**src/verilog/umlb_pkg.sv**
```systemverilog
// Package: constants for the serial channel with modem lines and loopback
package umlb_pkg;
	localparam int FIFO_DEPTH = 16;
	localparam int PTR_W = 4;
	localparam int CNT_W = 5;
	localparam int DATA_W = 8;
	localparam int CLK_HZ = 10000000;
	localparam int BAUD_DIV_W = 16;
	// Oversampling: sixteen ticks per serial bit
	localparam int OVS = 16;
	localparam logic [3:0] OVS_LAST = 4'hF;
	localparam logic [3:0] OVS_MID = 4'h7;
	// Receive thresholds selected by a two-bit code
	localparam logic [CNT_W-1:0] TRIG_1 = 5'h01;
	localparam logic [CNT_W-1:0] TRIG_4 = 5'h04;
	localparam logic [CNT_W-1:0] TRIG_8 = 5'h08;
	localparam logic [CNT_W-1:0] TRIG_14 = 5'h0E;
	localparam logic [CNT_W-1:0] ONE_ENTRY = 5'h01;
	// Line control field layout
	localparam int LC_WLEN_LO = 0;
	localparam int LC_STOP = 2;
	localparam int LC_PEN = 3;
	localparam int LC_EVEN = 4;
	// Modem control field layout
	localparam int MC_DTR = 0;
	localparam int MC_RTS = 1;
	localparam int MC_OUT1 = 2;
	localparam int MC_OUT2 = 3;
	localparam int MC_LOOP = 4;
	// Modem status field layout
	localparam int MS_DCTS = 0;
	localparam int MS_DDSR = 1;
	localparam int MS_TERI = 2;
	localparam int MS_DDCD = 3;
	localparam int MS_CTS = 4;
	localparam int MS_DSR = 5;
	localparam int MS_RI = 6;
	localparam int MS_DCD = 7;
	typedef enum logic [4:0] {
		UMLB_IDLE = 5'h01,
		UMLB_START = 5'h02,
		UMLB_DATA = 5'h04,
		UMLB_PAR = 5'h08,
		UMLB_STOP = 5'h10
	} umlb_state_t;
endpackage : umlb_pkg

```
**src/verilog/umlb_fifo.sv**
```systemverilog
// Sixteen-entry byte FIFO with valid/ready on both sides
`timescale 1ns/1ps
module umlb_fifo
	import umlb_pkg::*;
#(
	parameter int W = DATA_W
)
(
	input wire logic clk,
	input wire logic rst,
	input wire logic flush,
	input wire logic in_valid,
	output logic in_ready,
	input wire logic [W-1:0] in_data,
	output logic out_valid,
	input wire logic out_ready,
	output logic [W-1:0] out_data,
	output logic [CNT_W-1:0] count
);
	logic [W-1:0] mem_q [FIFO_DEPTH];
	logic [PTR_W-1:0] wr_q;
	logic [PTR_W-1:0] rd_q;
	logic [CNT_W-1:0] cnt_q;
	logic push;
	logic pop;

	assign in_ready = (cnt_q != CNT_W'(FIFO_DEPTH));
	assign out_valid = (cnt_q != '0);
	assign out_data = mem_q[rd_q];
	assign count = cnt_q;
	assign push = in_valid && in_ready;
	assign pop = out_valid && out_ready;

	always_ff @(posedge clk)
	begin
		if (push)
		begin
			mem_q[wr_q] <= in_data;
		end
	end

	always_ff @(posedge clk)
	begin
		if (rst || flush)
		begin
			wr_q <= '0;
			rd_q <= '0;
			cnt_q <= '0;
		end
		else
		begin
			if (push)
			begin
				wr_q <= wr_q + 4'h1;
			end
			if (pop)
			begin
				rd_q <= rd_q + 4'h1;
			end
			if (push && !pop)
			begin
				cnt_q <= cnt_q + ONE_ENTRY;
			end
			else if (pop && !push)
			begin
				cnt_q <= cnt_q - ONE_ENTRY;
			end
		end
	end
endmodule : umlb_fifo

```
**src/verilog/umlb_channel.sv**
```systemverilog
// One serial channel: modem lines, framing with parity, FIFOs and local loopback
`timescale 1ns/1ps
module umlb_channel
	import umlb_pkg::*;
(
	input wire logic CLK,
	input wire logic RST,
	input wire logic [7:0] MODEM_CONTROL_REG,
	input wire logic [4:0] LINE_CONTROL,
	input wire logic [1:0] RX_TRIGGER_SEL,
	input wire logic FIFO_ENABLE,
	input wire logic TX_ENABLE,
	input wire logic [BAUD_DIV_W-1:0] BAUD_DIV,
	input wire logic TX_WR,
	input wire logic [DATA_W-1:0] TX_DATA,
	input wire logic RX_RD,
	input wire logic MSR_RD,
	input wire logic serial_in,
	input wire logic clear_send_in_n,
	input wire logic set_ready_in_n,
	input wire logic ring_detect_in_n,
	input wire logic carrier_in_n,
	output logic serial_out,
	output logic terminal_ready_out_n,
	output logic request_send_out_n,
	output logic [7:0] MODEM_STATUS_REG,
	output logic [DATA_W-1:0] RX_DATA,
	output logic RX_DATA_READY,
	output logic RX_PARITY_ERR,
	output logic RX_FRAME_ERR,
	output logic RX_OVERRUN,
	output logic TX_SPACE,
	output logic RX_TRIGGER_IRQ,
	output logic MODEM_IRQ
);
	// ----------------------------------------
	// Input synchronisers and modem status
	// ----------------------------------------
	logic [4:0] sync1_q;
	logic [4:0] sync2_q;
	logic loop;
	logic [3:0] mdm_in;
	logic [3:0] mdm_prev_q;
	logic rx_line;
	logic tx_line_q;

	always_ff @(posedge CLK)
	begin
		if (RST)
		begin
			sync1_q <= 5'h1F;
			sync2_q <= 5'h1F;
		end
		else
		begin
			sync1_q <= {carrier_in_n, ring_detect_in_n, set_ready_in_n, clear_send_in_n, serial_in};
			sync2_q <= sync1_q;
		end
	end

	assign loop = MODEM_CONTROL_REG[MC_LOOP];
	// Active-high view {dcd, ri, dsr, cts}; in loopback from our own controls
	assign mdm_in = loop ? {MODEM_CONTROL_REG[MC_OUT2], MODEM_CONTROL_REG[MC_OUT1], MODEM_CONTROL_REG[MC_DTR],
		MODEM_CONTROL_REG[MC_RTS]} : ~sync2_q[4:1];
	assign rx_line = loop ? tx_line_q : sync2_q[0];

	always_ff @(posedge CLK)
	begin
		if (RST)
		begin
			mdm_prev_q <= 4'h0;
			MODEM_STATUS_REG <= 8'h00;
			MODEM_IRQ <= 1'b0;
		end
		else
		begin
			mdm_prev_q <= mdm_in;
			// Status bits 4..7 follow the lines; set-ready and clear-to-send are status only
			MODEM_STATUS_REG[MS_DCD:MS_CTS] <= mdm_in;
			// Delta bits are sticky; a new change wins over the read that clears them
			MODEM_STATUS_REG[MS_DCTS] <= (mdm_in[0] != mdm_prev_q[0]) || (MODEM_STATUS_REG[MS_DCTS] && !MSR_RD);
			MODEM_STATUS_REG[MS_DDSR] <= (mdm_in[1] != mdm_prev_q[1]) || (MODEM_STATUS_REG[MS_DDSR] && !MSR_RD);
			// Ring pin rising means ring indication going inactive
			MODEM_STATUS_REG[MS_TERI] <= (!mdm_in[2] && mdm_prev_q[2])
				|| (MODEM_STATUS_REG[MS_TERI] && !MSR_RD);
			MODEM_STATUS_REG[MS_DDCD] <= (mdm_in[3] != mdm_prev_q[3]) || (MODEM_STATUS_REG[MS_DDCD] && !MSR_RD);
			MODEM_IRQ <= (mdm_in != mdm_prev_q) || (|MODEM_STATUS_REG[MS_DDCD:MS_DCTS] && !MSR_RD);
		end
	end

	// ----------------------------------------
	// Modem control outputs
	// ----------------------------------------
	always_ff @(posedge CLK)
	begin
		if (RST)
		begin
			terminal_ready_out_n <= 1'b1;
			request_send_out_n <= 1'b1;
		end
		else
		begin
			terminal_ready_out_n <= loop || !MODEM_CONTROL_REG[MC_DTR];
			request_send_out_n <= loop || !MODEM_CONTROL_REG[MC_RTS];
		end
	end

	// ----------------------------------------
	// Baud tick and frame helpers
	// ----------------------------------------
	logic [BAUD_DIV_W-1:0] baud_cnt_q;
	logic tick_q;

	always_ff @(posedge CLK)
	begin
		if (RST)
		begin
			baud_cnt_q <= '0;
			tick_q <= 1'b0;
		end
		else if (baud_cnt_q >= BAUD_DIV - 16'h0001 || BAUD_DIV == '0)
		begin
			baud_cnt_q <= '0;
			tick_q <= 1'b1;
		end
		else
		begin
			baud_cnt_q <= baud_cnt_q + 16'h0001;
			tick_q <= 1'b0;
		end
	end

	// Number of data bits minus one (5..8 bits)
	function automatic logic [2:0] last_bit(input logic [1:0] wlen);
		last_bit = 3'h4 + {1'b0, wlen};
	endfunction : last_bit

	// Parity over the valid data bits
	function automatic logic calc_parity(input logic [DATA_W-1:0] d, input logic [1:0] wlen, input logic even);
		logic [DATA_W-1:0] m;
		m = 8'hFF >> (3'h3 - {1'b0, wlen});
		calc_parity = ^(d & m) ^ !even;
	endfunction : calc_parity

	// ----------------------------------------
	// FIFOs
	// ----------------------------------------
	logic tx_fifo_valid;
	logic tx_fifo_ready;
	logic [DATA_W-1:0] tx_fifo_data;
	logic tx_take;
	logic [CNT_W-1:0] tx_count;
	logic rx_push;
	logic rx_fifo_ready;
	logic rx_fifo_valid;
	logic [DATA_W-1:0] rx_fifo_data;
	logic [CNT_W-1:0] rx_count;
	logic [DATA_W-1:0] rx_word_q;
	logic fifo_mode_q;
	logic room;
	logic [CNT_W-1:0] trig;

	// Toggling FIFO mode flushes both buffers
	always_ff @(posedge CLK)
	begin
		if (RST)
		begin
			fifo_mode_q <= 1'b0;
		end
		else
		begin
			fifo_mode_q <= FIFO_ENABLE;
		end
	end

	// Holding-register mode takes one byte only
	assign room = fifo_mode_q ? tx_fifo_ready : (tx_count == '0);

	umlb_fifo u_tx_fifo (
		.clk(CLK),
		.rst(RST),
		.flush(fifo_mode_q != FIFO_ENABLE),
		.in_valid(TX_WR && room),
		.in_ready(tx_fifo_ready),
		.in_data(TX_DATA),
		.out_valid(tx_fifo_valid),
		.out_ready(tx_take),
		.out_data(tx_fifo_data),
		.count(tx_count)
	);

	umlb_fifo u_rx_fifo (
		.clk(CLK),
		.rst(RST),
		.flush(fifo_mode_q != FIFO_ENABLE),
		.in_valid(rx_push),
		.in_ready(rx_fifo_ready),
		.in_data(rx_word_q),
		.out_valid(rx_fifo_valid),
		.out_ready(RX_RD),
		.out_data(rx_fifo_data),
		.count(rx_count)
	);

	always_comb
	begin
		if (!fifo_mode_q)
		begin
			trig = TRIG_1;
		end
		else if (RX_TRIGGER_SEL == 2'h0)
		begin
			trig = TRIG_1;
		end
		else if (RX_TRIGGER_SEL == 2'h1)
		begin
			trig = TRIG_4;
		end
		else if (RX_TRIGGER_SEL == 2'h2)
		begin
			trig = TRIG_8;
		end
		else
		begin
			trig = TRIG_14;
		end
	end

	always_ff @(posedge CLK)
	begin
		if (RST)
		begin
			RX_DATA <= '0;
			RX_DATA_READY <= 1'b0;
			TX_SPACE <= 1'b1;
			RX_TRIGGER_IRQ <= 1'b0;
		end
		else
		begin
			RX_DATA <= rx_fifo_data;
			RX_DATA_READY <= rx_fifo_valid;
			TX_SPACE <= room;
			RX_TRIGGER_IRQ <= (rx_count >= trig);
		end
	end

	// ----------------------------------------
	// Transmitter
	// ----------------------------------------
	umlb_state_t tx_st_q;
	logic [3:0] tx_ovs_q;
	logic [2:0] tx_bit_q;
	logic [DATA_W-1:0] tx_sh_q;
	logic tx_par_q;
	logic [4:0] lc_q;

	assign tx_take = (tx_st_q == UMLB_IDLE) && TX_ENABLE && tick_q;

	always_ff @(posedge CLK)
	begin
		if (RST)
		begin
			tx_st_q <= UMLB_IDLE;
			tx_ovs_q <= 4'h0;
			tx_bit_q <= 3'h0;
			tx_sh_q <= '0;
			tx_par_q <= 1'b0;
			tx_line_q <= 1'b1;
			lc_q <= 5'h00;
		end
		else if (tick_q || tx_take)
		begin
			tx_ovs_q <= (tx_st_q == UMLB_IDLE) ? 4'h0 : tx_ovs_q + 4'h1;
			case (tx_st_q)
				UMLB_IDLE:
				begin
					tx_line_q <= 1'b1;
					if (tx_fifo_valid && TX_ENABLE)
					begin
						lc_q <= LINE_CONTROL;
						tx_sh_q <= tx_fifo_data;
						tx_par_q <= calc_parity(tx_fifo_data, LINE_CONTROL[LC_WLEN_LO +: 2], LINE_CONTROL[LC_EVEN]);
						tx_line_q <= 1'b0;
						tx_st_q <= UMLB_START;
					end
				end
				UMLB_START:
				begin
					if (tx_ovs_q == OVS_LAST)
					begin
						tx_line_q <= tx_sh_q[0];
						tx_sh_q <= tx_sh_q >> 1;
						tx_bit_q <= 3'h0;
						tx_st_q <= UMLB_DATA;
					end
				end
				UMLB_DATA:
				begin
					if (tx_ovs_q == OVS_LAST)
					begin
						if (tx_bit_q == last_bit(lc_q[LC_WLEN_LO +: 2]))
						begin
							tx_line_q <= lc_q[LC_PEN] ? tx_par_q : 1'b1;
							tx_st_q <= lc_q[LC_PEN] ? UMLB_PAR : UMLB_STOP;
							tx_bit_q <= 3'h0;
						end
						else
						begin
							tx_line_q <= tx_sh_q[0];
							tx_sh_q <= tx_sh_q >> 1;
							tx_bit_q <= tx_bit_q + 3'h1;
						end
					end
				end
				UMLB_PAR:
				begin
					if (tx_ovs_q == OVS_LAST)
					begin
						tx_line_q <= 1'b1;
						tx_st_q <= UMLB_STOP;
					end
				end
				UMLB_STOP:
				begin
					// Two stop bits when selected; half-bit variant not offered
					if (tx_ovs_q == OVS_LAST)
					begin
						if (lc_q[LC_STOP] && tx_bit_q == 3'h0)
						begin
							tx_bit_q <= 3'h1;
						end
						else
						begin
							tx_st_q <= UMLB_IDLE;
						end
					end
				end
				default:
				begin
					tx_st_q <= UMLB_IDLE;
				end
			endcase
		end
	end

	always_ff @(posedge CLK)
	begin
		if (RST)
		begin
			serial_out <= 1'b1;
		end
		else
		begin
			// A disabled transmitter may be cut mid-frame; the pin still returns to mark at once
			serial_out <= (loop || !TX_ENABLE) ? 1'b1 : tx_line_q;
		end
	end

	// ----------------------------------------
	// Receiver
	// ----------------------------------------
	umlb_state_t rx_st_q;
	logic [3:0] rx_ovs_q;
	logic [2:0] rx_bit_q;
	logic rx_par_ok_q;

	// Stop bit is sampled a full bit after the last data or parity sample, i.e. at its centre
	assign rx_push = (rx_st_q == UMLB_STOP) && tick_q && rx_ovs_q == OVS_LAST && rx_fifo_ready
		&& (fifo_mode_q || rx_count == '0);

	always_ff @(posedge CLK)
	begin
		if (RST)
		begin
			rx_st_q <= UMLB_IDLE;
			rx_ovs_q <= 4'h0;
			rx_bit_q <= 3'h0;
			rx_word_q <= '0;
			rx_par_ok_q <= 1'b1;
			RX_PARITY_ERR <= 1'b0;
			RX_FRAME_ERR <= 1'b0;
			RX_OVERRUN <= 1'b0;
		end
		else if (tick_q)
		begin
			rx_ovs_q <= rx_ovs_q + 4'h1;
			case (rx_st_q)
				UMLB_IDLE:
				begin
					rx_ovs_q <= 4'h0;
					if (!rx_line)
					begin
						rx_st_q <= UMLB_START;
					end
				end
				UMLB_START:
				begin
					// Line back high at mid start bit: false start, ignore
					if (rx_ovs_q == OVS_MID)
					begin
						rx_st_q <= rx_line ? UMLB_IDLE : UMLB_DATA;
						rx_ovs_q <= 4'h0;
						rx_bit_q <= 3'h0;
						rx_word_q <= '0;
					end
				end
				UMLB_DATA:
				begin
					if (rx_ovs_q == OVS_LAST)
					begin
						rx_word_q[rx_bit_q] <= rx_line;
						rx_bit_q <= rx_bit_q + 3'h1;
						if (rx_bit_q == last_bit(LINE_CONTROL[LC_WLEN_LO +: 2]))
						begin
							rx_st_q <= LINE_CONTROL[LC_PEN] ? UMLB_PAR : UMLB_STOP;
							rx_par_ok_q <= 1'b1;
						end
					end
				end
				UMLB_PAR:
				begin
					if (rx_ovs_q == OVS_LAST)
					begin
						rx_par_ok_q <= rx_line == calc_parity(rx_word_q, LINE_CONTROL[LC_WLEN_LO +: 2],
							LINE_CONTROL[LC_EVEN]);
						rx_st_q <= UMLB_STOP;
						rx_ovs_q <= 4'h0;
					end
				end
				UMLB_STOP:
				begin
					if (rx_st_q == UMLB_STOP && rx_ovs_q == OVS_LAST)
					begin
						RX_PARITY_ERR <= !rx_par_ok_q;
						RX_FRAME_ERR <= !rx_line;
						RX_OVERRUN <= !(rx_fifo_ready && (fifo_mode_q || rx_count == '0));
						rx_st_q <= UMLB_IDLE;
					end
				end
				default:
				begin
					rx_st_q <= UMLB_IDLE;
				end
			endcase
		end
	end
endmodule : umlb_channel

```
**config.mk**
```make
export PLATFORM = sky130hd
export DESIGN_NAME = umlb_channel
export DESIGN_NICKNAME = d
export VERILOG_FILES = /design/src/verilog/umlb_pkg.sv /design/src/verilog/umlb_fifo.sv /design/src/verilog/umlb_channel.sv
export SDC_FILE = /design/constraint.sdc
export NUM_CORES = 1
export LEC_CHECK = 0
export BUFFER_PORTS_ARGS = -buffer_cell sky130_fd_sc_hd__buf_2
export CAP_MARGIN = 15
export CORE_ASPECT_RATIO = 1.75
export CORE_MARGIN = 2
export CORE_UTILIZATION = 45
export DETAILED_ROUTE_END_ITERATION = 12
export HOLD_SLACK_MARGIN = 0.15
export PLACE_DENSITY_LB_ADDON = 0.12
export SETUP_SLACK_MARGIN = 0.1
export SLEW_MARGIN = 20
export SYNTH_ARGS = -nofsm -noshare
export SYNTH_HDL_FRONTEND = slang
export SYNTH_HIERARCHICAL = 1
export SYNTH_SLANG_ARGS = --single-unit
```
**constraint.sdc**
```tcl
create_clock -name CLK -period 4.37 [get_ports CLK]
set_input_delay 0.437 -clock CLK [delete_from_list [all_inputs] [get_ports CLK]]
set_output_delay 0.437 -clock CLK [all_outputs]
set_load 0.01 [all_outputs]
```
Word-level counts from Yosys, hierarchy flattened
Memories as Yosys holds them, arrays and structs flattened. A register that Yosys moved wholly into a read port is not among the register bits.
Cells that the tools add are included.

storage, ports and cells
  bits in registers = 123
  bits in writable memories = 256
  input bits = 51
  output and inout bits = 26
  logic and storage cells = 254
  memories = 2

operators by class
  add/subtract/negate cells = 17
  $lt $le $gt $ge = 4
  eq/ne operators = 40
  shift-type cells = 1
  multiplexer cells = 71
  bitwise logic cells = 5
  reductions and logical operators = 79

memory list
  name             depth  width  read ports  clocked after Yosys merged registers in  wr ports  line             text
  u_rx_fifo.mem_q  16     8      1           1                                        1         umlb_fifo.sv:20  logic [W-1:0] mem_q [FIFO_DEPTH];
  u_tx_fifo.mem_q  16     8      1           1                                        1         umlb_fifo.sv:20

operators with widths
  operator                 number
  $mux W5                  19
  $pmux W5 S5              2
  $mux W8                  6
  $mux W4                  9
  $mux W3                  9
  $logic_and A1 B1 Y1      26
  $ne A2 B2 Y1 const B     13
  $add A4 B1 Y4 const B    6
  $pmux W8 S3              1
  $mux W1                  17
  $add A16 B1 Y16 const B  1
  $and A8 B8 Y8            2
  $ge A16 B16 Y1           1
  $logic_not A16 Y1        1
  $pmux W8 S2              1
  $reduce_xor A8 Y1        2
  $sub A16 B1 Y16 const B  1
  $logic_not A1 Y1         13
  $logic_or A1 B1 Y1       12
  $pmux W4 S3              1
  $reduce_and A6 Y1        2
  $add A5 B1 Y5 const B    2
  $eq A5 B1 Y1 const B     2
  $eq A5 B2 Y1 const B     2
  43 further kinds         66

Depth between registers and ports, before layout
Gate-level depths: netlist of run 1.

  word-level depth = 10
  gate-level depth with buffers = 15
  mapped depth without buffers = 14

Cells and area by module
The synthesis of run 1 kept the hierarchy.

by module, submodules not included
  module        times used  cells each  area each (µm²)  seq. area each (µm²)
  umlb_fifo     2           312         5769.3           4184.0
  umlb_channel  1           604         5331.4           2021.9

Least setup slack after synthesis of run 1
Ideal clock, no wire load.

  kind = register to register
  from = register rx_ovs_q[0]
  to = register u_rx_fifo.cnt_q[3] (netlist: u_rx_fifo/count[3])
  library setup time = 0.127 ns
  arrival time = 3.298 ns
  data required time = 4.243 ns
  slack = 0.945 ns
  stages on the path, launching flop included = 15
  path buffers = 1
  clock period less this slack = 3.425 ns
  cell sequence = dfxtp_1 -> ha_1 -> nand4_1 -> or3_1 -> clkbuf_1 -> nor3b_1 -> o21ai_4 -> inv_2 -> ha_1 -> inv_1 -> ha_1 -> a21o_2 -> a21oi_1 -> nor4_1 -> or3_1

between the ends
  longest elaborated chain between the ends = 8
  elaborated cells between the ends (all ways) = 10
  classes of those cells = eq/ne: 1; mux: 1; reduce/logical: 8

RTL lines
  element                                line                 text
  start, declared                        umlb_channel.sv:363  logic [3:0] rx_ovs_q;
  start signal, assigned                 umlb_channel.sv:386  rx_ovs_q <= rx_ovs_q + 4'h1;
  $eq A4 B4 Y1 (*)                       umlb_channel.sv:368  assign rx_push = (rx_st_q == UMLB_STOP) && tick_q && rx_ovs_q == OVS_LAST && rx_fifo_ready
  $logic_and A1 B1 Y1 (*) (2 in series)  umlb_channel.sv:368
  $logic_and A1 B1 Y1 (*)                umlb_channel.sv:369  && (fifo_mode_q || rx_count == '0);
  net rx_push                            umlb_channel.sv:153  logic rx_push;
  $logic_and A1 B1 Y1 (*)                umlb_fifo.sv:31      assign push = in_valid && in_ready;
  net u_rx_fifo.push                     umlb_fifo.sv:24      logic push;
  $logic_not A1 Y1                       umlb_fifo.sv:64      else if (pop && !push)
  $logic_and A1 B1 Y1                    umlb_fifo.sv:64
  $reduce_bool A2 Y1 (no source line)    n/a
  end signal, assigned                   umlb_fifo.sv:62      cnt_q <= cnt_q + ONE_ENTRY;
  end signal, assigned                   umlb_fifo.sv:66      cnt_q <= cnt_q - ONE_ENTRY;
  end, declared                          umlb_fifo.sv:23      logic [CNT_W-1:0] cnt_q;

Mark *: on every way through the listed nets, which the timed path passes. The rest lies on a longest branch.
A chain may end at the register's enable or synchronous reset.

Final worst setup path of run 1
Ends and elaborated chain as after synthesis.

==> results of run 1 <==
## cell families (layout without fill, tap and decap cells)
family,Yosys count,count (layout),synth area share (%)
compound gates,163,163,6.96
xor+xnor,75,75,3.89
fa+ha+maj,48,48,3.65
buf+inv,90,212,2.26
flops,391,391,61.6
mux,93,93,10.3
other cells,0,3,0
simple gates,368,368,11.4
## flip-flops by register name, summed over array words and instances (netlist names), 8 cells and up, named ones only
| register | count |
|---|---|
| u_rx_fifo/mem_q | 128 |
| u_tx_fifo/mem_q | 128 |
| baud_cnt_q | 16 |
| MODEM_STATUS_REG | 8 |
| RX_DATA | 8 |
| rx_word_q | 8 |
| tx_sh_q | 8 |
## worst min-delay path by stage
stage,from,endpoint,slack (ns),cells after the start
6_report,FIFO_ENABLE,fifo_mode_q,0.18,2
3_5_place_dp,sync1_q[0],sync2_q[0],0.39,1
3_3_place_gp,sync1_q[0],sync2_q[0],0.39,1
5_1_grt,FIFO_ENABLE,fifo_mode_q,0.19,2
2_1_floorplan,sync1_q[0],sync2_q[0],0.39,1
4_1_cts,FIFO_ENABLE,fifo_mode_q,0.15,2
## cell usage after synthesis (5+ instances only)
cell | count | area [um^2]
buf_2 | 16 | 80.1
clkbuf_1 | 29 | 109
nor2b_1 | 18 | 113
buf_1 | 6 | 22.5
nor2_2 | 10 | 62.6
nor4_1 | 14 | 87.6
nor3_1 | 17 | 85.1
nor3b_1 | 5 | 37.5
inv_1 | 35 | 131
xnor2_1 | 40 | 350
dfxtp_1 | 135 | 2700
o211ai_1 | 14 | 105
and2_1 | 14 | 87.6
mux2i_1 | 29 | 290
ha_1 | 46 | 576
nand2_1 | 64 | 240
o21ai_0 | 12 | 60.1
or3_1 | 5 | 31.3
and3_1 | 10 | 62.6
edfxtp_1 | 256 | 7690
nand2b_1 | 14 | 87.6
a211oi_1 | 7 | 52.6
a21oi_1 | 47 | 235
xor2_1 | 35 | 307
and2_2 | 8 | 60.1
mux4_2 | 64 | 1440
nand4_1 | 13 | 81.3
a22oi_1 | 33 | 248
or2_2 | 13 | 81.3
o21ai_1 | 7 | 35.0
nand3_1 | 29 | 145
nor2_1 | 109 | 409
## final cells by class
class | count | area (um^2)
multi-input combinational | 747 | 6100
tap | 475 | 594
antenna | 3 | 7.51
clock inverter | 23 | 254
timing repair buffer | 105 | 631
clock buffer | 47 | 1030
sequential | 391 | 10400
inverter | 37 | 139
fill | 3127 | 17700
## per-layer routing
| metal | routed length [um] | vias to the layer above |
|---|---|---|
| li1 | - | 4783 |
| met3 | 995 | 68 |
| met2 | 20900 | 148 |
| met4 | 1380 | 4 |
| met1 | 13100 | 4870 |
| met5 | 16 | - |
## where the power goes
part / total, mW / leakage (nW) / internal (mW) / switching (mW)
clock network: 3.33 / 0.613 / 1.93 / 1.40
logic: 0.411 / 2.68 / 0.175 / 0.236
registers: 3.99 / 3.44 / 3.95 / 0.0323
total: 7.73 / 6.73 / 6.06 / 1.67
## worst max-delay path, cell delays in order (launching register included)
cell,delay (ns)
dfxtp_1,0.36
ha_1,0.27
nand4_1,0.30
or3_1,0.52
nor3b_1,0.55
o21ai_4,0.19
inv_2,0.14
ha_1,0.17
inv_1,0.10
ha_1,0.30
a21o_2,0.21
a21oi_1,0.18
nor4_1,0.06
or3_1,0.37
## through the flow
step,instances,utilization [%],area (um^2)
3_3_place_gp,1745,48.1,17800
5_1_grt,1827,51.9,19100
4_1_cts,1825,51.9,19100
2_1_floorplan,1228,-,16900
6_report,1828,51.9,19100
3_5_place_dp,1745,48.1,17800
==> metrics.csv, run 1 <==
stage;metric;value;unit
synthesis;ys_warn_count;6;
clock_network;cts_setup_buffers;0;
setup_path;critical_path.endpoint;u_rx_fifo/count[3];
drt;vias_per_cell;5.40;
setup_path;startpoint_type;flip-flop;
sta;min_period_over_period;87.6;%
sta;max_freq;261;MHz
drt;wl;36300;um
sta;tightest_slew;0.913;ns
floorplan;die_w;150;um
sta;rsz0062_at_grt;false;
synthesis;synthCells;1228;
grt;grt_pass1_wl;56600;um
grt;grt_usage;19.1;%
power_and_ir_drop;power;7.73;mW
hold_path;hp-class;input port to flip-flop;
setup_path;worst_r2r_endpoint;u_rx_fifo/count[3];
finish;drive_above_1_share;20.6;%
finish;syn_to_final_growth;13.5;%
synthesis;synth-seq-cells;391;
setup_path;reg2regPathDepth;13;
grt;gr-usage-met3;2.72;%
clock_network;cts.sinks;391;
drt;antenna_left;0;
setup_path;critPathLaunch;rx_ovs_q[0];
grt;antenna_found_initial;5;
synthesis;synth_cell_types;72;
drt;drt_iter0_markers;444;
synthesis;synth-edff-count;256;
floorplan;num_io_pins;77;
clock_network;htreeDepth;2;
sta;finalClockSkew;0.0293;ns
finish;final_common_cell;edfxtp_1;
place;gp_congestion;0.791;
sta;tns;0;ns
place;place_ws;0.462;ns
floorplan;die_y;260;um
clock_network;cts.repair.resized;0;
grt;grt_overflow_total;0;
sta;whs;0.176;ns
floorplan;coreArea;36900;um^2
status;status;finished, final reports clean;
floorplan;dieArea;39100;um^2
job;drv_cap;0;
setup_path;crit_fanout;8;
sta;maxSlewViolCount;0;
place;dpl.hpwl;26100;um
clock_network;cts-root-buf;clkbuf_16;
synthesis;synth-async-reset-ratio;0;%
setup_path;r2r_slack;0.54;ns
power_and_ir_drop;irDropWorstVdd;0.000434;V
synthesis;seq_area_frac_synth;61.6;%
clock_network;clk_pin_slew;0.07;ns
synthesis;ys.flop_type;edfxtp_1;
synthesis;syn_avg_cell_area;13.7;um^2
sta;finalSetupViolations;0;
synthesis;syn-num-nets;1327;
setup_path;crit_path_end_kind;flip-flop;
drt;vias;9873;
grt;first_global_vias;10208;
clock_network;cts_buffers;38;
finish;mostFrequentLayoutCells;edfxtp_1, dfxtp_1, nor2_1;
setup_path;arrival;4.26;ns
clock_network;clk_latency;0.55;ns
power_and_ir_drop;pwr_density_cell;404;nW/um^2
sta;fin_ws;0.541;ns
sta;hold_viol;0;
synthesis;syn_area;16900;um^2
grt;met2_usage;37.9;%
clock_network;cts_tree;yes;
drt;remaining_drc_errors;0;
clock_network;cts_buffer_depth;3;
setup_path;criticalPathCategory;flip-flop to flip-flop;
sta;period_minus_slack;3.83;ns
floorplan;start_util;45.7;%
place;portBuffers;73;
grt;met1_usage;19.3;%
clock_network;cts_hold_buf;10;
finish;final_net_count;1419;
setup_path;r2r_start;rx_ovs_q[0];
drt;drt_first_pass_iters;4;
grt;grt.busiest_layer;met2;
drt;wl_per_cell;19.9;um
power_and_ir_drop;p_leak;6.73;nW
sta;relSlewSlack;38.9;%
grt;grt_start_max_net_pins;33;
floorplan;rows;93;
setup_path;required;4.80;ns
No activity file was read; power rests on OpenSTA's default activity.
==> run 2: changes to the inputs <==
--- a/config.mk
+++ b/config.mk
@@ -12,7 +12,6 @@
 export CORE_UTILIZATION = 45
 export DETAILED_ROUTE_END_ITERATION = 12
 export HOLD_SLACK_MARGIN = 0.15
-export PLACE_DENSITY_LB_ADDON = 0.12
 export SETUP_SLACK_MARGIN = 0.1
 export SLEW_MARGIN = 20
 export SYNTH_ARGS = -nofsm -noshare
==> metrics.csv, run 2 (synthesized netlist as in run 1, its figures left out) <==
stage;metric;value;unit
setup_path;critical-path-max-stage-delay;0.58;ns
sta;fin_ws;0.701;ns
drt;wl;35900;um
sta;hold_viol;0;
clock_network;cts_tree;yes;
drt;antenna_left;0;
drt;vias_per_cell;5.48;
drt;drt_first_pass_iters;4;
job;drv_cap;0;
finish;reg_top3;u_rx_fifo/mem_q x128, u_tx_fifo/mem_q x128, baud_cnt_q x16;
sta;finalClockSkew;0.0123;ns
power_and_ir_drop;irDropWorstVdd;0.000315;V
place;dpl.hpwl;25500;um
grt;grt_start_max_net_pins;42;
sta;min_period_over_period;84.0;%
floorplan;rows;93;
drt;remaining_drc_errors;0;
power_and_ir_drop;p_leak;6.69;nW
power_and_ir_drop;power;7.56;mW
setup_path;crit_path_frequent_cell;ha_1;
finish;drive_above_1_share;20.5;%
sta;maxSlewViolCount;0;
setup_path;required;4.78;ns
floorplan;die_w;150;um
finish;fin_util;51.6;%
clock_network;clk_pin_slew;0.06;ns
sta;tightest_slew;1.06;ns
clock_network;htreeDepth;2;
place;gp_congestion;0.801;
hold_path;hp-class;input port to flip-flop;
place;portBuffers;73;
sta;max_freq;273;MHz
grt;first_global_vias;10154;
sta;tns;0;ns
place;place_ws;0.785;ns
floorplan;num_io_pins;77;
grt;grt_usage;18.8;%
setup_path;r2r_slack;0.70;ns
grt;antenna_found_initial;1;
clock_network;cts_buffers;37;
finish;final_net_count;1417;
floorplan;coreArea;36900;um^2
clock_network;clk_latency;0.54;ns
finish;mostFrequentLayoutCells;edfxtp_1, dfxtp_1, nor2_1;
setup_path;arrival;4.08;ns
setup_path;crit_path_top_delay_cell;or3_1;
clock_network;cts_hold_buf;8;
floorplan;start_util;45.7;%
clock_network;cts_setup_buffers;0;
drt;vias;9988;
floorplan;dieArea;39100;um^2
drt;wl_per_cell;19.7;um
sta;finalSetupViolations;0;
setup_path;criticalPathCategory;flip-flop to flip-flop;
setup_path;crit_chain;ha_1, nand4_1, or3_1, nor3b_1, buf_4, o21ai_4, inv_2, ha_1, inv_1, ha_1, a21o_2, a21oi_1, nor4_1, or3_1;
clock_network;cts_buffer_depth;3;
status;status;finished, final reports clean;
finish;syn_to_final_growth;12.9;%
finish;diodes;0;
setup_path;crit_path_end_kind;flip-flop;
grt;grt_pass1_wl;56000;um
power_and_ir_drop;pwr_density_cell;397;nW/um^2
sta;relSlewSlack;29.6;%
drt;drt_iter0_markers;379;
clock_network;cts.sinks;391;
sta;period_minus_slack;3.67;ns
grt;grt_overflow_total;0;
sta;rsz0062_at_grt;false;
floorplan;die_y;260;um
finish;final_common_cell;edfxtp_1;
clock_network;cts.repair.resized;0;
setup_path;crit_fanout;8;
setup_path;startpoint_type;flip-flop;
clock_network;cts-root-buf;clkbuf_16;
## run 2: cell types whose count changed in the layout (fill, tap and decap cells not counted), moves of 2 or more
cell | before | now
clkinv_8 | 2 | 0
clkbuf_1 | 6 | 4
clkinv_1 | 5 | 7
dlygate4sd3_1 | 10 | 8
clkinv_4 | 3 | 1
clkbuf_16 | 39 | 37
clkinvlp_4 | 3 | 5
diode_2 | 3 | 0
clkinv_2 | 4 | 6
## run 2: final timing paths
kind,startpoint,to,cells after the start
setup / recovery,rx_ovs_q[0],u_rx_fifo/count[3],14
hold / removal,LINE_CONTROL[2],lc_q[2],3
setup reg to reg,rx_ovs_q[0],u_rx_fifo/count[3],14
hold reg to reg,sync1_q[3],sync2_q[3],1
## run 2: critical path: cells and delay by family, from the launching register on
kind | cells | cell delay, ns
adders and majority gates | 3 | 0.74
DFF | 1 | 0.37
AOI/OAI and AO/OA | 3 | 0.50
buffers and inverters | 3 | 0.39
and+or+nand+nor | 5 | 1.56
## run 2: cell type report
| class | instances | area [um^2] |
|---|---|---|
| flip-flops and latches | 391 | 10400 |
| inverters | 37 | 139 |
| clock buffers | 43 | 968 |
| well taps | 475 | 594 |
| multi-input cells | 747 | 6100 |
| fillers | 3156 | 17800 |
| clock inverters | 25 | 230 |
| repair buffers | 104 | 618 |
## run 2: routing by layer
metal / track usage (%) / vias up / share of wire, %
li1: - / 4776 / -
met1: 20.0 / 4970 / 36
met2: 35.9 / 177 / 56
met3: 2.46 / 65 / 3.1
met4: 8.75 / 0 / 4.7
met5: 0 / - / 0
## run 2: power by group
part | switching, mW | leakage [nW] | total [mW] | internal (mW)
logic | 0.235 | 2.68 | 0.409 | 0.173
clock network | 1.38 | 0.576 | 3.17 | 1.79
registers | 0.0311 | 3.44 | 3.99 | 3.95
total | 1.65 | 6.69 | 7.56 | 5.92
## run 2: stage by stage
step	hold WS [ns]	instances	instance area, um^2
finish	0.173	1822	19000
global route	0.169	1822	19000
CTS	0.160	1822	19000
detailed placement	0.398	1746	17800
global placement	0.392	1746	17800
floorplan	0.389	1228	16900
